## src/hdl/pwrdn_pkg.sv

```systemverilog
// Package of constants and types for the power-down and oscillator divider block.
package pwrdn_pkg;

  // ---------------------------------------------------------------------------
  // Register map (byte addresses on the register bus)
  // ---------------------------------------------------------------------------
  localparam logic [31:0] OSC_CLOCK_DIVIDER_ADDR  = 32'h01b7c124;
  localparam logic [31:0] CPU_CONTROL_STATUS_ADDR = 32'h01b7c200;
  localparam logic [31:0] PLL_CONTROL_STATUS_ADDR = 32'h01b7c100;
  localparam logic [31:0] PD_STATUS_ADDR          = 32'h01b7c204;
  localparam int          ADDR_W                  = 32;

  // ---------------------------------------------------------------------------
  // Field positions and reset values
  // ---------------------------------------------------------------------------
  localparam int          OSC_EN_BIT        = 15;
  localparam int          OSC_RATIO_MSB     = 4;
  localparam logic        OSC_EN_RST        = 1'b1;
  localparam logic [4:0]  OSC_RATIO_RST     = 5'h07;
  localparam int          PD_FIELD_LSB      = 10;
  localparam int          PD_FIELD_MSB      = 15;
  localparam logic [5:0]  PD_FIELD_RST      = 6'h00;
  localparam int          GIE_BIT           = 0;
  localparam int          PLL_ENGAGE_BIT    = 0;
  localparam logic        PLL_ENGAGE_RST    = 1'b0;

  // ---------------------------------------------------------------------------
  // Power-down codes and timing
  // ---------------------------------------------------------------------------
  localparam logic [5:0]  PD_NONE           = 6'h00;
  localparam logic [5:0]  PD_LIGHT_ENABLED  = 6'h09;
  localparam logic [5:0]  PD_LIGHT_ANY      = 6'h11;
  localparam logic [5:0]  PD_PLL_OUT_STOP   = 6'h1a;
  localparam logic [5:0]  PD_PLL_IN_STOP    = 6'h1c;
  localparam int          PD_TAKE_CYCLES    = 9;
  localparam logic [3:0]  PD_DELAY_CNT      = 4'(PD_TAKE_CYCLES - 1);

  typedef enum logic [2:0] {
    ST_RUN       = 3'b000,
    ST_ARM       = 3'b001,
    ST_LIGHT     = 3'b010,
    ST_OUT_STOP  = 3'b011,
    ST_IN_STOP   = 3'b100
  } pd_state_t;

  typedef struct packed {
    logic halt_cpu;
    logic stop_pll_out;
    logic stop_pll_in;
    logic freeze_io;
  } pd_gate_t;

  typedef struct packed {
    logic resume;
    logic take_isr;
  } wake_t;

endpackage

```

## src/hdl/osc_divider.sv

```systemverilog
// Programmable divider that makes the direct oscillator clock from the reference.
`timescale 1ns/1ns
module osc_divider #(
  parameter int RATIO_W = 5
) (
  // Clock and reset
  input  wire logic               i_core_clk,
  input  wire logic               i_rst,
  // Control
  input  wire logic               i_enable,
  input  wire logic [RATIO_W-1:0] i_ratio,
  // Divided clock
  output logic                    o_div_clk
);

  logic [RATIO_W-1:0] count_reg;
  logic [RATIO_W-1:0] count_next;
  logic               clk_reg;
  logic               clk_next;
  wire  logic         wrap = (count_reg >= i_ratio);
  wire  logic [RATIO_W:0] ratio_p1 = {1'b0, i_ratio} + {{RATIO_W{1'b0}}, 1'b1};
  wire  logic         high_phase = ({1'b0, count_reg} < (ratio_p1 >> 1));

  // Ratio zero toggles the edge flop every cycle, so the output runs at half the reference rate.
  assign count_next = wrap ? '0 : count_reg + 1'b1;
  assign clk_next   = !i_enable ? 1'b0 :
                      (i_ratio == '0) ? ~clk_reg : high_phase;

  always_ff @(posedge i_core_clk) begin
    if (i_rst || !i_enable) begin
      count_reg <= '0;
      clk_reg   <= 1'b0;
    end else begin
      count_reg <= count_next;
      clk_reg   <= clk_next;
    end
  end

  assign o_div_clk = clk_reg;

endmodule // osc_divider

```

## src/hdl/powerdown_clock_gating.sv

```systemverilog
// Power-down mode logic and direct oscillator clock divider with AXI4-Lite.
//
// Summary of operation
// - Divider enable bit 15 turns the divided clock off at 0; resets to 1.
// - Ratio bits 4:0 divide by value plus one, zero by two; reset value selects divide by eight.
// - Direct oscillator clock derives from the input reference, never the PLL path.
// - Power-down select field sits in control/status bits 15 to 10.
// - Selected mode takes effect nine cycles after the field write.
// - Code zero is no power-down; undefined codes select nothing.
// - Code 001001 enters light halt, woken only by an enabled interrupt.
// - Code 010001 enters light halt, woken by any interrupt.
// - Light halt gates CPU clocks at its boundary, interrupt logic keeps running.
// - Transfer engine clock keeps running during light halt.
// - Wake by a non-enabled interrupt resumes at the halted instruction.
// - Wake by an enabled interrupt runs its service routine first.
// - Service routine runs only when global and non-maskable enables are set.
// - Code 011010 stops the PLL output, halting the chip, state kept.
// - Code 011100 stops the PLL input; after reset wait for PLL lock.
// - Both deep modes end only by device reset, never by interrupts.
// - In deep modes functional outputs freeze at their last state.
// - PLL-input stop also gates the direct oscillator clock and the reference input.
// - With the PLL bypassed, deep modes do not stop the system clocks.
// - PLL engage at zero bypasses the PLL; system clocks come from reference.
`timescale 1ns/1ns
module powerdown_clock_gating #(
  parameter int RATIO_W = 5
) (
  // Clock and reset
  input  wire logic                         i_core_clk,
  input  wire logic                         i_rst,
  // AXI4-Lite write address and data
  input  wire logic                         i_awvalid,
  output logic                              o_awready,
  input  wire logic [pwrdn_pkg::ADDR_W-1:0] i_awaddr,
  input  wire logic                         i_wvalid,
  output logic                              o_wready,
  input  wire logic [31:0]                  i_wdata,
  input  wire logic [3:0]                   i_wstrb,
  // AXI4-Lite write response
  output logic                              o_bvalid,
  input  wire logic                         i_bready,
  output logic [1:0]                        o_bresp,
  // AXI4-Lite read
  input  wire logic                         i_arvalid,
  output logic                              o_arready,
  input  wire logic [pwrdn_pkg::ADDR_W-1:0] i_araddr,
  output logic                              o_rvalid,
  input  wire logic                         i_rready,
  output logic [31:0]                       o_rdata,
  output logic [1:0]                        o_rresp,
  // Interrupt controller and PLL
  input  wire logic                         i_irq_any,
  input  wire logic                         i_irq_enabled,
  input  wire logic                         i_nonmaskable_irq_enable,
  input  wire logic                         i_pll_locked,
  // Clock gates and status
  output pwrdn_pkg::pd_gate_t               o_gate,
  output logic                              o_cpu_clk_en,
  output logic                              o_transfer_clk_en,
  output logic                              o_sys_clk_from_pll,
  output logic                              o_ref_clk_en,
  output pwrdn_pkg::wake_t                  o_wake,
  output logic                              o_direct_osc_clock_out
);
  import pwrdn_pkg::*;

  // ---------------------------------------------------------------------------
  // Registers and pin synchronisers
  // ---------------------------------------------------------------------------
  logic             osc_en_reg;
  logic [4:0]       osc_ratio_reg;
  logic [5:0]       pd_field_reg;
  logic             gie_reg;
  logic             pll_engage_reg;
  logic [3:0]       delay_reg;
  logic [5:0]       pending_reg;
  pd_state_t        state_reg;
  pd_state_t        state_next;
  pd_gate_t         gate_reg;
  wake_t            wake_reg;
  logic [1:0]       irq_any_sync;
  logic [1:0]       irq_en_sync;
  logic [1:0]       nonmaskable_irq_enable_sync;
  logic [1:0]       lock_sync;
  logic             lock_wait_reg;
  logic             deep_was_in_reg;

  // AXI handshake state
  logic             aw_held_reg;
  logic             w_held_reg;
  logic [31:0]      awaddr_reg;
  logic [31:0]      wdata_reg;
  logic [3:0]       wstrb_reg;
  logic             bvalid_reg;
  logic [1:0]       bresp_reg;
  logic             rvalid_reg;
  logic [31:0]      rdata_reg;
  logic [1:0]       rresp_reg;

  // ---------------------------------------------------------------------------
  // Bus decode
  // ---------------------------------------------------------------------------
  wire logic        aw_take   = i_awvalid && !aw_held_reg && !bvalid_reg;
  wire logic        w_take    = i_wvalid && !w_held_reg && !bvalid_reg;
  wire logic        aw_have   = aw_held_reg || aw_take;
  wire logic        w_have    = w_held_reg || w_take;
  wire logic        do_write  = aw_have && w_have && !bvalid_reg;
  wire logic [31:0] wr_addr   = aw_held_reg ? awaddr_reg : i_awaddr;
  wire logic [31:0] wr_data   = w_held_reg ? wdata_reg : i_wdata;
  wire logic [3:0]  wr_strb   = w_held_reg ? wstrb_reg : i_wstrb;
  wire logic        wr_osc    = do_write && (wr_addr == OSC_CLOCK_DIVIDER_ADDR);
  wire logic        wr_csr    = do_write && (wr_addr == CPU_CONTROL_STATUS_ADDR);
  wire logic        wr_pll    = do_write && (wr_addr == PLL_CONTROL_STATUS_ADDR);
  wire logic        wr_stat   = do_write && (wr_addr == PD_STATUS_ADDR);
  wire logic        wr_hit    = wr_osc || wr_csr || wr_pll || wr_stat;
  wire logic        do_read   = i_arvalid && !rvalid_reg;
  wire logic        rd_osc    = (i_araddr == OSC_CLOCK_DIVIDER_ADDR);
  wire logic        rd_csr    = (i_araddr == CPU_CONTROL_STATUS_ADDR);
  wire logic        rd_pll    = (i_araddr == PLL_CONTROL_STATUS_ADDR);
  wire logic        rd_stat   = (i_araddr == PD_STATUS_ADDR);
  wire logic        rd_hit    = rd_osc || rd_csr || rd_pll || rd_stat;

  // A whole-field write lands only when its byte lane is strobed.
  wire logic        csr_hi_wr = wr_csr && wr_strb[1];
  wire logic        csr_lo_wr = wr_csr && wr_strb[0];
  wire logic [5:0]  pd_wdata  = wr_data[PD_FIELD_MSB:PD_FIELD_LSB];

  wire logic [31:0] osc_rd = {16'h0000, osc_en_reg, 10'h000, osc_ratio_reg};
  wire logic [31:0] csr_rd = {16'h0000, pd_field_reg, 9'h000, gie_reg};
  wire logic [31:0] pll_rd = {31'h00000000, pll_engage_reg};
  wire logic [31:0] stat_rd = {24'h000000, lock_wait_reg, state_reg,
                               gate_reg};
  wire logic [31:0] rd_mux = rd_osc ? osc_rd : rd_csr ? csr_rd :
                             rd_pll ? pll_rd : rd_stat ? stat_rd : 32'h0;

  // ---------------------------------------------------------------------------
  // Mode decode and wake conditions
  // ---------------------------------------------------------------------------
  wire logic irq_any     = irq_any_sync[1];
  wire logic irq_enabled = irq_en_sync[1];
  wire logic nonmaskable_irq_enable        = nonmaskable_irq_enable_sync[1];
  wire logic light_wake  = (pending_reg == PD_LIGHT_ANY)
                           ? (irq_any || irq_enabled)
                           : irq_enabled;
  wire logic run_isr     = irq_enabled && gie_reg && nonmaskable_irq_enable;

  always_comb begin
    state_next = state_reg;
    case (state_reg)
      ST_RUN: begin
        state_next = ST_RUN;
      end
      ST_ARM: begin
        if (delay_reg == 4'h0) begin
          case (pending_reg)
            PD_LIGHT_ENABLED: state_next = ST_LIGHT;
            PD_LIGHT_ANY:     state_next = ST_LIGHT;
            PD_PLL_OUT_STOP:  state_next = ST_OUT_STOP;
            PD_PLL_IN_STOP:   state_next = ST_IN_STOP;
            default:          state_next = ST_RUN;
          endcase
        end
      end
      ST_LIGHT: begin
        if (light_wake) begin
          state_next = ST_RUN;
        end
      end
      // Deep modes hold until the device reset below.
      ST_OUT_STOP: state_next = ST_OUT_STOP;
      ST_IN_STOP:  state_next = ST_IN_STOP;
      default:     state_next = ST_RUN;
    endcase
  end

  // Deep modes only bite while the PLL is engaged.
  wire logic deep_out = (state_reg == ST_OUT_STOP) && pll_engage_reg;
  wire logic deep_in  = (state_reg == ST_IN_STOP) && pll_engage_reg;
  wire logic light_on = (state_reg == ST_LIGHT);

  // ---------------------------------------------------------------------------
  // Pin synchronisers
  // ---------------------------------------------------------------------------
  always_ff @(posedge i_core_clk) begin
    irq_any_sync <= {irq_any_sync[0], i_irq_any};
    irq_en_sync  <= {irq_en_sync[0], i_irq_enabled};
    nonmaskable_irq_enable_sync    <= {nonmaskable_irq_enable_sync[0], i_nonmaskable_irq_enable};
    lock_sync    <= {lock_sync[0], i_pll_locked};
  end

  // ---------------------------------------------------------------------------
  // Software registers
  // ---------------------------------------------------------------------------
  always_ff @(posedge i_core_clk) begin
    if (i_rst) begin
      osc_en_reg     <= OSC_EN_RST;
      osc_ratio_reg  <= OSC_RATIO_RST;
      pd_field_reg   <= PD_FIELD_RST;
      gie_reg        <= 1'b0;
      pll_engage_reg <= PLL_ENGAGE_RST;
    end else begin
      if (wr_osc && wr_strb[1]) begin
        osc_en_reg <= wr_data[OSC_EN_BIT];
      end
      if (wr_osc && wr_strb[0]) begin
        osc_ratio_reg <= wr_data[OSC_RATIO_MSB:0];
      end
      if (csr_hi_wr) begin
        pd_field_reg <= pd_wdata;
      end else if (state_reg == ST_LIGHT && light_wake) begin
        pd_field_reg <= PD_NONE;
      end
      if (csr_lo_wr) begin
        gie_reg <= wr_data[GIE_BIT];
      end
      if (wr_pll && wr_strb[0]) begin
        pll_engage_reg <= wr_data[PLL_ENGAGE_BIT];
      end
    end
  end

  // ---------------------------------------------------------------------------
  // Mode sequencer
  // ---------------------------------------------------------------------------
  always_ff @(posedge i_core_clk) begin
    if (i_rst) begin
      state_reg   <= ST_RUN;
      delay_reg   <= 4'h0;
      pending_reg <= PD_NONE;
    end else if (csr_hi_wr && state_reg == ST_RUN) begin
      state_reg   <= ST_ARM;
      delay_reg   <= PD_DELAY_CNT;
      pending_reg <= pd_wdata;
    end else begin
      state_reg <= state_next;
      if (delay_reg != 4'h0) begin
        delay_reg <= delay_reg - 4'h1;
      end
    end
  end

  // After a reset out of the input-stop mode, hold CPU until the PLL locks.
  always_ff @(posedge i_core_clk) begin
    if (i_rst) begin
      lock_wait_reg <= deep_was_in_reg;
    end else if (lock_sync[1]) begin
      lock_wait_reg <= 1'b0;
    end
  end

  // Remembered across reset so that the lock wait can follow the wake.
  always_ff @(posedge i_core_clk) begin
    if (deep_in) begin
      deep_was_in_reg <= 1'b1;
    end else if (!i_rst && !lock_wait_reg) begin
      deep_was_in_reg <= 1'b0;
    end
  end

  // ---------------------------------------------------------------------------
  // Gate outputs and wake report
  // ---------------------------------------------------------------------------
  always_ff @(posedge i_core_clk) begin
    if (i_rst) begin
      gate_reg <= '0;
      wake_reg <= '0;
    end else begin
      gate_reg.halt_cpu     <= light_on || deep_out || deep_in;
      gate_reg.stop_pll_out <= deep_out;
      gate_reg.stop_pll_in  <= deep_in;
      gate_reg.freeze_io    <= deep_out || deep_in;
      wake_reg.resume       <= light_on && light_wake;
      wake_reg.take_isr     <= light_on && light_wake && run_isr;
    end
  end

  assign o_gate             = gate_reg;
  assign o_wake             = wake_reg;
  assign o_cpu_clk_en       = !gate_reg.halt_cpu && !lock_wait_reg;
  assign o_transfer_clk_en  = !gate_reg.stop_pll_out &&
                              !gate_reg.stop_pll_in;
  assign o_sys_clk_from_pll = pll_engage_reg;
  assign o_ref_clk_en       = !gate_reg.stop_pll_in;

  // The divider runs on the reference, so it ignores PLL-output stops.
  osc_divider #(
    .RATIO_W (RATIO_W)
  ) u_osc_divider (
    .i_core_clk (i_core_clk),
    .i_rst      (i_rst),
    .i_enable   (osc_en_reg && !gate_reg.stop_pll_in),
    .i_ratio    (osc_ratio_reg[RATIO_W-1:0]),
    .o_div_clk  (o_direct_osc_clock_out)
  );

  // ---------------------------------------------------------------------------
  // AXI4-Lite slave
  // ---------------------------------------------------------------------------
  always_ff @(posedge i_core_clk) begin
    if (i_rst) begin
      aw_held_reg <= 1'b0;
      w_held_reg  <= 1'b0;
      awaddr_reg  <= 32'h0;
      wdata_reg   <= 32'h0;
      wstrb_reg   <= 4'h0;
      bvalid_reg  <= 1'b0;
      bresp_reg   <= 2'b00;
    end else begin
      if (do_write) begin
        aw_held_reg <= 1'b0;
        w_held_reg  <= 1'b0;
        bvalid_reg  <= 1'b1;
        bresp_reg   <= wr_hit ? 2'b00 : 2'b10;
      end else begin
        if (aw_take) begin
          aw_held_reg <= 1'b1;
          awaddr_reg  <= i_awaddr;
        end
        if (w_take) begin
          w_held_reg <= 1'b1;
          wdata_reg  <= i_wdata;
          wstrb_reg  <= i_wstrb;
        end
        if (bvalid_reg && i_bready) begin
          bvalid_reg <= 1'b0;
        end
      end
    end
  end

  always_ff @(posedge i_core_clk) begin
    if (i_rst) begin
      rvalid_reg <= 1'b0;
      rdata_reg  <= 32'h0;
      rresp_reg  <= 2'b00;
    end else if (do_read) begin
      rvalid_reg <= 1'b1;
      rdata_reg  <= rd_mux;
      rresp_reg  <= rd_hit ? 2'b00 : 2'b10;
    end else if (rvalid_reg && i_rready) begin
      rvalid_reg <= 1'b0;
    end
  end

  assign o_awready = !aw_held_reg && !bvalid_reg;
  assign o_wready  = !w_held_reg && !bvalid_reg;
  assign o_bvalid  = bvalid_reg;
  assign o_bresp   = bresp_reg;
  assign o_arready = !rvalid_reg;
  assign o_rvalid  = rvalid_reg;
  assign o_rdata   = rdata_reg;
  assign o_rresp   = rresp_reg;

endmodule // powerdown_clock_gating

```

## config.mk

```make
export PLATFORM = sky130hd
export DESIGN_NAME = powerdown_clock_gating
export DESIGN_NICKNAME = d
export VERILOG_FILES = /design/src/hdl/pwrdn_pkg.sv /design/src/hdl/osc_divider.sv /design/src/hdl/powerdown_clock_gating.sv
export SDC_FILE = /design/constraint.sdc
export NUM_CORES = 1
export LEC_CHECK = 0
export BUFFER_PORTS_ARGS = -buffer_cell sky130_fd_sc_hd__buf_2
export CAP_MARGIN = 40
export CORE_MARGIN = 3
export CORE_UTILIZATION = 50
export DETAILED_ROUTE_END_ITERATION = 7
export PLACE_DENSITY_LB_ADDON = 0.15
export SLEW_MARGIN = 20
export SYNTH_ARGS = -nofsm -noshare
export SYNTH_HDL_FRONTEND = slang
export SYNTH_SLANG_ARGS = --single-unit
```

## constraint.sdc

```tcl
create_clock -name i_core_clk -period 6.89 [get_ports i_core_clk]
set_clock_uncertainty 0.15 [all_clocks]
set_input_delay 1.0335 -clock i_core_clk [delete_from_list [all_inputs] [get_ports i_core_clk]]
set_output_delay 1.0335 -clock i_core_clk [all_outputs]
set_load 0.005 [all_outputs]
```

==> results, run 1 <==
- Setup repair after global routing left no endpoint under its margin.
- For this run the aggregate overflow at the end of global routing stands at 0.
- TritonCTS built the clock tree.
- In this run the standard cell core region covers 10400 µm².
- The worst setup path is captured at a register.
- The beginning of the worst hold path is lock_sync[0].
- In this run the remaining antenna-violating nets after routing total 0.
- The count of inserted antenna diode cells is 0.
- The initial antenna violation count is 0.
- In the final layout, the share of cells above drive strength 1 is around a quarter.
- The leakage dissipation is about 0.0028 µW.
- The startpoint of the worst register-to-register path is aw_held_reg.
- Setup total negative slack on the finished layout was measured at 0 ns.
- The measured slew at the worst slew-check pin is just under 0.8 ns.
- Registers take 2290 µm².
- The row count is 37.
- The post-layout minimum cycle time is between 2 and 3 ns.
- The area used by multi-input combinational logic is between 2000 and 3000 µm².
- The half-perimeter wire length after detailed placement is between 9000 and 10000 µm.
- The core utilization of the finished layout is about 63%.
- The number of clock sinks is between 100 and 150.
- For the worst setup path, the data arrival time is between 3 and 4 ns.
- The number of synthesized register bits is about 110.
- STA classifies the critical path startpoint as an input port.
- The number of search-and-repair iterations in the first detailed-routing pass is 4.
- The die footprint is approximately 12000 µm².
- The areal power density over the cells is 264 nW/µm².
- The share of synthesized flip-flops with an asynchronous set or reset is 0%.
- The required time at the endpoint of the critical path is ~7.1 ns.
- The clock network latency to the later pin of the worst-skew pair is approximately 0.51 ns.
- The number of global-route vias before repair was about 4300.
- The number of max-slew violations in the final report is 0.
- The average instance area after synthesis is 8.68 µm².
- The cell count after synthesis is ~620.
- 163 I/O pins were placed.
- The overall power after layout is 1730 µW.
- Timing analysis after detailed placement gives a worst setup slack of approximately 3.4 ns.
- The area growth from synthesis to layout is 21.5%.
- The largest driver fanout on the critical path is 9.
- The placed instances occupy a cell area of about 6000 µm².
- Setup violations remaining at the end of the flow were counted as 0.
- The initial cell density of the core is between 50% and 60%.
- The detailed router placed 4746 vias in this run.
- Derived from the worst setup path, the maximum achievable clock frequency is roughly 340 MHz.
- The count of cells resized by post-cts repair is 0.
- The min-delay analysis places its worst path in the category register to register.
- The chip width is approximately 110 µm.
- The final standard cell area without fillers is roughly 6600 µm².
- The vertical die dimension is about 110 µm.
- The max-cap check violation count is 0.
- The root buffer cell is sky130_fd_sc_hd__clkbuf_8.
- The flop-to-flop setup slack is between 3 and 4 ns.
- Using the TritonRoute via totals, the vias-per-cell ratio works out to roughly 5.4.
- Summed over all layers, the routed wires come to around 13000 µm.
- The number of buffers inserted during clock tree synthesis is 17.
- The total of warnings raised by yosys is 0.
- The first global-routing pass estimated approximately 20000 µm of wire.
- The mapped netlist covers roughly 5400 µm².
- VDD sags by at most around 210 µV.
- The count of buffers added on input and output ports is about 120.
- The final hold violation count is 0.
- The H-tree generated during clock tree synthesis spans 4 levels.
- Yosys mapped a number of flops with a built-in enable equal to 1.
- The routed length per placed instance is 14.3 µm.
- The primary flip-flop cell chosen by synthesis mapping is sky130_fd_sc_hd__dfxtp_1.
- The number of different library cells used by synthesis comes to 66.
- Headroom to the max-slew limit came out at around 48%.
- The cell depth of the worst hold path is 0.
- The number of hold buffers added after CTS was 0.
- The category of the most critical setup path is input port to register.
- The flow ran to the end, and the final reports show no timing, DRC or antenna violations.
- In this run, the number of DRC markers left after iteration 0 of detailed routing was roughly 210.
- For this run, the total global-route usage over all layers was measured as between 20% and 30%.
- The final clock period utilization by the worst path is 43.1%.
- Entering global routing, the biggest net connects 53 pins.
- At the end of routability-driven placement, the weighted congestion stood at 0.842.
- At the end of the flow, the number of nets in the layout was roughly 860.
- For this run, design rule violations remaining after detail routing come to 0.
- The worst-case clock buffer depth is 2.
- The number of setup buffers added after CTS is 0.
- The number of fillers in the final layout is slightly above 900.
- For the worst flop-to-flop path, the logic depth is 5.
- For this run, the register share of the synthesized area comes to between 40% and 50%.
- The register with the most flip-flops in the layout has 32 of them.
- Setup slack closes at between 3 and 4 ns.
- After clock tree synthesis, the clock-pin slew on the worst setup and hold paths is about 0.06 ns.
- In this run the worst setup path begins at i_awaddr[31].
[placed cells by master, fill, tap and decap left out, types with 5 or more instances in the layout]
master / Yosys / layout
sky130_fd_sc_hd__a22oi_1: 5 / 5
sky130_fd_sc_hd__nand3_1: 14 / 14
sky130_fd_sc_hd__mux2i_1: 35 / 35
sky130_fd_sc_hd__a211oi_1: 8 / 8
sky130_fd_sc_hd__inv_6: 0 / 5
sky130_fd_sc_hd__dfxtp_1: 113 / 113
sky130_fd_sc_hd__xnor2_1: 8 / 8
sky130_fd_sc_hd__nor4_1: 7 / 7
sky130_fd_sc_hd__inv_1: 21 / 21
sky130_fd_sc_hd__conb_1: 1 / 20
sky130_fd_sc_hd__buf_2: 1 / 119
sky130_fd_sc_hd__nand2b_1: 5 / 5
sky130_fd_sc_hd__nor3b_1: 5 / 5
sky130_fd_sc_hd__ha_1: 14 / 14
sky130_fd_sc_hd__clkbuf_16: 0 / 16
sky130_fd_sc_hd__o21ai_0: 9 / 9
sky130_fd_sc_hd__nor3_1: 20 / 20
sky130_fd_sc_hd__nor2_1: 55 / 55
sky130_fd_sc_hd__a21oi_1: 49 / 49
sky130_fd_sc_hd__nand4_1: 7 / 7
sky130_fd_sc_hd__nor2b_1: 8 / 8
sky130_fd_sc_hd__mux2_2: 7 / 7
sky130_fd_sc_hd__nand2_1: 103 / 103
sky130_fd_sc_hd__nand4b_1: 5 / 5
[cells in the mapped netlist (5+ instances only)]
master / instances / area, µm²
sky130_fd_sc_hd__dfxtp_1: 113 / 2260
sky130_fd_sc_hd__nand2_1: 103 / 387
sky130_fd_sc_hd__nor2_1: 55 / 206
sky130_fd_sc_hd__a21oi_1: 49 / 245
sky130_fd_sc_hd__mux2i_1: 35 / 350
sky130_fd_sc_hd__clkbuf_1: 24 / 90.1
sky130_fd_sc_hd__buf_4: 22 / 165
sky130_fd_sc_hd__inv_1: 21 / 78.8
sky130_fd_sc_hd__nor3_1: 20 / 100
sky130_fd_sc_hd__ha_1: 14 / 175
sky130_fd_sc_hd__nand3_1: 14 / 70.1
sky130_fd_sc_hd__o21ai_0: 9 / 45.0
sky130_fd_sc_hd__a211oi_1: 8 / 60.1
sky130_fd_sc_hd__nor2b_1: 8 / 50.1
sky130_fd_sc_hd__xnor2_1: 8 / 70.1
sky130_fd_sc_hd__mux2_2: 7 / 78.8
sky130_fd_sc_hd__nand4_1: 7 / 43.8
sky130_fd_sc_hd__nor4_1: 7 / 43.8
sky130_fd_sc_hd__a22oi_1: 5 / 37.5
sky130_fd_sc_hd__nand2b_1: 5 / 31.3
sky130_fd_sc_hd__nand4b_1: 5 / 43.8
sky130_fd_sc_hd__nor3b_1: 5 / 37.5
[critical path, cell delays in order]
cell and delay, ns:
sky130_fd_sc_hd__buf_2 0.10, sky130_fd_sc_hd__or4bb_1 0.51, sky130_fd_sc_hd__nor4_1 0.40, sky130_fd_sc_hd__a22o_1 0.41, sky130_fd_sc_hd__and4_1 0.43, sky130_fd_sc_hd__mux2_4 0.32
[per-layer routing]
metal / track usage (%) / share of wire (%)
met5: 0 / 0
met4: 7.12 / 0.85
met3: 5.40 / 5.2
met2: 35.0 / 50
met1: 26.8 / 44
[metrics by stage]
stage	cells	hold slack [ns]
final	883	0.176
after global routing	883	0.181
after CTS	882	0.176
after detailed placement	850	0.162
after global placement	847	0.162
after floorplan	640	0.160
[logic make-up after synthesis]
kind of cell             synth area share [%]
flip-flops                               42.5
multiplexers                             8.24
XOR/XNOR                                 1.62
buffers and inverters                    6.84
other                                  0.0695
AND/OR/NAND/NOR                          25.8
adder cells (fa/ha/maj)                  3.25
AO/OA/AOI/OAI                            11.6
[worst paths after layout]
kind	endpoint
worst max-delay path	osc_ratio_reg[4]
worst min-delay path	lock_sync[1]
worst min register to register	lock_sync[1]
worst max register to register	osc_ratio_reg[4]
[power by group]
part	internal [µW]	switching (µW)
Sequential	695	29.6
Combinational	96.7	114
Clock	480	318
Total	1270	461
[area by class of cell]
type / count / area share, %
inverters: 22 / 1.26
clock buffers: 17 / 6.32
clock inverters: 15 / 2.04
flip-flops and latches: 114 / 35.0
well taps: 136 / 2.60
multi-input cells: 454 / 42.8
repair buffers: 125 / 10.0
Power figures use the tool's default switching activity.
==> run 2: changes to the inputs <==
--- a/config.mk
+++ b/config.mk
@@ -8,7 +8,7 @@
 export BUFFER_PORTS_ARGS = -buffer_cell sky130_fd_sc_hd__buf_2
 export CAP_MARGIN = 40
 export CORE_MARGIN = 3
-export CORE_UTILIZATION = 50
+export CORE_UTILIZATION = 47
 export DETAILED_ROUTE_END_ITERATION = 7
 export PLACE_DENSITY_LB_ADDON = 0.15
 export SLEW_MARGIN = 20
==> constraint.sdc (replaced) <==
create_clock -name i_core_clk -period 2.5 [get_ports i_core_clk]
set_clock_uncertainty 0.15 [all_clocks]
set_input_delay 0.375 -clock i_core_clk [delete_from_list [all_inputs] [get_ports i_core_clk]]
set_output_delay 0.375 -clock i_core_clk [all_outputs]
set_load 0.005 [all_outputs]
==> run 2 against run 1 <==
Combinational power increased to 3.1 times the previous value. Non-clock buffer count increased by 21. Flip-flop and latch count unchanged. Largest power group unchanged. Critical endpoint is now state_reg[2].
==> results, run 2 (synthesis gave the netlist of run 1 again) <==
- Setup repair after global routing left no endpoint under its margin.
- The last weighted congestion value of the routability-driven placer is 0.850.
- The row count is 38.
- The first global-routing pass estimated 21600 µm of wire.
- In the layout the commonest cells are 119 x sky130_fd_sc_hd__buf_2, 113 x sky130_fd_sc_hd__dfxtp_1, 103 x sky130_fd_sc_hd__nand2_1.
- The clock network latency to the later pin of the worst-skew pair is about 0.42 ns.
- In this run the vertical extent of the chip is ~110 µm.
- STA classifies the critical path startpoint as a register.
- The final layout contains 880 nets.
- For this design, the sink count on the clock tree is ~110.
- The pin count of the biggest net entering global routing is 37.
- The final clock period utilization by the worst path is 94.1%.
- The tightest min-delay check is of the input port to register type.
- The combined global-route utilization of all metal layers is between 20% and 30%.
- The final route contains a little under 5000 vias.
- Before CTS, the worst setup slack after placement is -0.126 ns.
- The leakage dissipation is roughly 0.0030 µW.
- The worst path in the final design needs a cycle of roughly 2.4 ns, including I/O delays and setup.
- The count of inserted antenna diode cells is 0.
- Input and output buffers added on the ports amount to ~120.
- The root buffer cell is sky130_fd_sc_hd__clkbuf_16.
- The initial cell density of the core is about half.
- The worst slack on hold paths is 0.0593 ns.
- The first detailed-routing pass ran for 5 iterations.
- The final hold violation count is 0.
- VDD sags by at most 496 µV.
- The sum of negative setup slack is 0 ns.
- Data on the critical path arrives at its endpoint at 2.51 ns.
- The die footprint is roughly 13000 µm².
- The worst slew margin relative to its limit is between 60% and 70%.
- Clock-pin slew was measured on the worst setup and hold paths at ~0.050 ns.
- TritonCTS built the clock tree.
- Setup violations remaining at the end of the flow were counted as 0.
- Once routing completed, OpenROAD measured the worst setup slack at around 0.15 ns.
- For this run, design rule violations remaining after detail routing come to 0.
- The remaining global-route overflow is 0.
- The routed length per placed instance is 14.5 µm.
- The wire length after detailed routing is between 10000 and 15000 µm.
- Detailed placement finished with a half-perimeter wire length of ~10000 µm.
- The most common library cell in the layout ignoring fill and taps is sky130_fd_sc_hd__buf_2.
- The number of global-route vias before repair came to between 4000 and 5000.
- The flip-flop count of the largest register, all copies and words added is 32.
- In this run the horizontal extent of the chip is 113 µm.
- The fraction of layout cells with a size suffix above 1 is roughly a quarter.
- The number of buffers inserted during clock tree synthesis is 17.
- The top-level port count is 163.
- The category of the most critical setup path is register to register.
- For the worst setup path, the data required time is 2.66 ns.
- In the routed layout, each cell is associated on average with a via count of approximately 5.3.
- The measured slew at the worst slew-check pin is 0.547 ns.
- The area growth from synthesis to layout is 27.1%.
- The count of antenna-violating nets left after detailed routing is 0.
- In this run, the number of DRC markers left after iteration 0 of detailed routing was 308.
- The H-tree level count is 4.
- After floorplanning, the core was sized to cover 11000 µm².
- The clock passes through at most 2 buffers.
- Across the run, the number of max-cap violations was 0.
- The worst setup path is captured at a register.
- The largest driver fanout on the critical path is 12.
- The achievable clock frequency is about 430 MHz.
- The initial antenna violation count was 0.
- The flow ran to the end, and the final reports show no timing, DRC or antenna violations.
- The number of max-slew violations in the final report came to 0.
- Dividing total power by cell area gives a power density of a little under 800 nW/µm².
run 2: cell count changes in the layout (fill, tap and decap cells not counted), sizes merged:
cell	delta
clkinv	-4
clkdlybuf4s18	-1
buf	+17
bufinv	+4
clkinvlp	-1
dlygate4sd3	+5
clkbuf	+5
inv	-5
run 2: repair_timing:
action,CTS,global route
gates resized for setup,0,2
buffers inserted,0,0
hold buffers,5,0
setup endpoints to repair,0,17
endpoints found under the hold margin,5,0
run 2: metrics by stage:
stage	total power (µW)	utilization, %	instance area [µm²]	std cells
after floorplan	2440	-	5460	640
after global placement	2630	55.5	6130	871
after detailed placement	2660	55.5	6130	871
after CTS	5380	62.1	6850	907
after global routing	5550	62.1	6850	907
final	5340	62.1	6850	907
run 2: path summary, 6_finish.rpt:
check	from	end	slack (ns)	depth (start not counted)
max	aw_held_reg	state_reg[2]	0.15	7
min	i_wdata[4]	wdata_reg[4]	0.06	3
max reg2reg	aw_held_reg	state_reg[2]	0.15	7
min reg2reg	nonmaskable_irq_enable_sync[0]	nonmaskable_irq_enable_sync[1]	0.17	0
run 2: where the power goes:
| group | internal (µW) | switching [µW] |
|---|---|---|
| Clock | 1890 | 815 |
| Sequential | 1920 | 63.8 |
| Combinational | 302 | 350 |
| Total | 4110 | 1230 |
run 2: routing by layer:
metal	track usage, %	wire, µm	vias up
met2	33.6	6290	122
met5	0	0	-
li1	-	-	2411
met3	6.15	715	20
met4	8.57	254	0
met1	26.6	5910	2269
run 2: worst max-delay path: stages (launching register included):
cell                        delay (ns)
sky130_fd_sc_hd__dfxtp_1          0.35
sky130_fd_sc_hd__buf_4            0.19
sky130_fd_sc_hd__or4_4            0.43
sky130_fd_sc_hd__nor4_4           0.20
sky130_fd_sc_hd__a2bb2oi_4        0.27
sky130_fd_sc_hd__buf_4            0.17
sky130_fd_sc_hd__nand4_4          0.20
sky130_fd_sc_hd__and4_1           0.27
run 2: area by class of cell:
type / count / area (µm²)
fill: 951 / 4180
multi-input combinational: 454 / 2810
sequential: 114 / 2290
timing repair buffer: 146 / 823
clock buffer: 22 / 494
clock inverter: 9 / 175
tap: 140 / 175
inverter: 22 / 82.6
==> run 3: changes to the inputs <==
==> constraint.sdc (replaced) <==
create_clock -name i_core_clk -period 2 [get_ports i_core_clk]
set_clock_uncertainty 0.15 [all_clocks]
set_input_delay 0.3 -clock i_core_clk [delete_from_list [all_inputs] [get_ports i_core_clk]]
set_output_delay 0.3 -clock i_core_clk [all_outputs]
set_load 0.005 [all_outputs]
==> run 3 against run 2 <==
The run now ends with negative setup slack left. Core utilization is 5.1 points higher. Wire length is 4.1% higher. Count of clock-buffer cells in the layout is 1 lower. Via count is 2.6% higher. Die area stayed put. Global-route usage is 0.39 points higher. Combinational power is 38% higher. Non-clock buffer count is 51 higher. Cell count is 5.6% higher. Largest power group unchanged.
==> results, run 3 (synthesis gave the netlist of run 1 again) <==
- The tree is rooted in a sky130_fd_sc_hd__clkbuf_16.
- After detailed routing, the number of remaining DRC violations is 0.
- The worst slew margin relative to its limit is between 50% and 60%.
- The number of global-route vias before repair is 4716.
- Once layout is done, the placed cells without fillers occupy approximately 7400 µm².
- The number of buffers inserted by port buffering is roughly 120.
- The max-cap check violation count is 0.
- The worst setup path is launched from a register.
- The routed layout has 4946 vias.
- The areal power density over the cells is 884 nW/µm².
- After the last flow step, the layout net total stands at 931.
- The run finished, with violations left.
- STA puts the critical path data arrival time at between 2 and 2.5 ns.
- The vertical die dimension is around 110 µm.
- In this run the horizontal extent of the chip is roughly 110 µm.
- For this run, the top clock speed supported by timing is 447 MHz.
- The number of clock sinks is about 110.
- The multi-input combinational cells in the finished layout cover a total of 2880 µm².
- The wire length after detailed routing is ~14000 µm.
- The first global-routing pass estimated 22200 µm of wire.
- The register with the most flip-flops in the layout has 32 of them.
- The initial antenna violation count came to 0.
- The H-tree level count is 4.
- The longest clock path from root to sink contains 2 buffers.
- The remaining global-route overflow is 0.
- The count of endpoints failing setup in the final report is 28.
- The top-level port count is approximately 160.
- The measured slew at the worst slew-check pin is roughly 0.6 ns.
- The clock network latency to the later pin of the worst-skew pair is 0.41 ns.
- The cell area reported after detailed placement is 6260 µm².
- The most common library cell in the layout ignoring fill and taps is sky130_fd_sc_hd__buf_2.
- The largest driver fanout on the critical path is 5.
- The initial utilization of the core area, before any placement, comes to about half.
- The area growth from synthesis to layout is 37.4%.
- The placeable core area is 11000 µm².
- The endpoint class of the critical path is a register.
- The routed length per placed instance is 14.3 µm.
- The worst setup path is of the register to register kind.
- The smallest clock period supported by the final layout is computed as about 2.2 ns.
- The final hold violation count was 0.
- The number of search-and-repair iterations in the first detailed-routing pass is 5.
- Once detailed placement completed, the half-perimeter wirelength came to about 10000 µm.
- The clock-pin slew reported for the worst setup and hold paths after clock tree synthesis is 0.05 ns.
- Leaving out fill and tap cells, the most frequent cells in the layout are 119 x sky130_fd_sc_hd__buf_2, 110 x sky130_fd_sc_hd__dfxtp_1, 103 x sky130_fd_sc_hd__nand2_1.
- At the worst endpoint, the required time is approximately 2.1 ns.
- Hold is met by 0.0117 ns.
- The count of inserted antenna diode cells is 0.
- The die footprint is around 13000 µm².
- Setup repair after global routing could not meet its margin everywhere.
- The post-route netlist has 27.5% of its cells at a drive strength greater than 1.
- The number of max-slew violations in the final report was 0.
- The row count is 38.
- Counting the fill cells in the layout gives slightly above 900.
- The flip-flop and latch area is 2300 µm².
- In the global route stage, overall resource usage came out at approximately a fifth.
- The peak supply drop is 631 µV.
- TritonCTS built the clock tree.
- The count of antenna-violating nets left after detailed routing is 0.
- The pin count of the biggest net entering global routing is 40.
- In the routed layout, each cell is associated on average with a via count of 5.16.
- At the end of routability-driven placement, the weighted congestion stood at between 0.8 and 0.9.
- The leakage dissipation is 0.00326 µW.
- The final clock period utilization by the worst path is 112%.
- Counting the buffers created by CTS gives 17.
- In this run the worst hold path is classified as input port to register.
- The final reports fail on negative setup slack.
- After the first detailed-routing iteration, the DRC count stood at around 270.
- Once routing completed, OpenROAD measured the worst setup slack at -0.236 ns.
-- run 3: metrics by stage --
| step | TNS, ns | utilization, % | instances | setup WS, ns | power, µW |
|---|---|---|---|---|---|
| after floorplan | -0.504 | - | 640 | -0.205 | 3050 |
| after global placement | -7.01 | 56.8 | 883 | -0.346 | 3310 |
| after detailed placement | -7.36 | 56.8 | 883 | -0.374 | 3340 |
| after CTS | -3.08 | 66.8 | 957 | -0.172 | 6590 |
| after global routing | -5.65 | 67.2 | 958 | -0.279 | 6840 |
| final | -4.00 | 67.2 | 958 | -0.236 | 6550 |
-- run 3: power breakdown --
part | switching [µW] | internal [µW]
clock | 1010 | 2170
combinational | 449 | 452
sequential | 83.7 | 2400
total | 1540 | 5010
-- run 3: critical path, cell delays in order (launching register included) --
cell	delay, ns
sky130_fd_sc_hd__dfxtp_2	0.32
sky130_fd_sc_hd__or4b_4	0.56
sky130_fd_sc_hd__nor4_4	0.25
sky130_fd_sc_hd__a22o_1	0.21
sky130_fd_sc_hd__buf_6	0.12
sky130_fd_sc_hd__and4_4	0.22
sky130_fd_sc_hd__mux2_4	0.29
-- run 3: repair_timing --
item / CTS / global route
gates cloned: 0 / 0
buffers inserted: 5 / 2
hold buffers: 38 / 0
endpoints found under the setup margin: 28 / 30
pin swaps: 7 / 5
gates resized for setup: 15 / 13
hold endpoints to repair: 38 / 0
-- run 3: path summary, 6_finish.rpt --
kind	from	to	slack [ns]	cells past startpoint
worst min-delay path	i_wstrb[1]	wstrb_reg[1]	0.01	3
worst max register to register	awaddr_reg[19]	osc_ratio_reg[4]	-0.24	6
worst max-delay path	awaddr_reg[19]	osc_ratio_reg[4]	-0.24	6
worst min register to register	nonmaskable_irq_enable_sync[0]	nonmaskable_irq_enable_sync[1]	0.17	0
-- run 3: layout make-up --
type	count	area share, %
Clock buffer	21	6.35
Timing Repair Buffer	197	18.2
Clock inverter	10	2.11
Sequential cell	114	31.0
Inverter	22	1.11
Multi-Input combinational cell	454	38.8
Tap cell	140	2.36
-- run 3: routing by layer --
layer	vias up	GRT usage, %	routed length [µm]
met5	-	0	0
met4	0	7.93	208
met3	19	4.92	672
met2	136	34.6	6650
met1	2280	28.0	6170
li1	2511	-	-
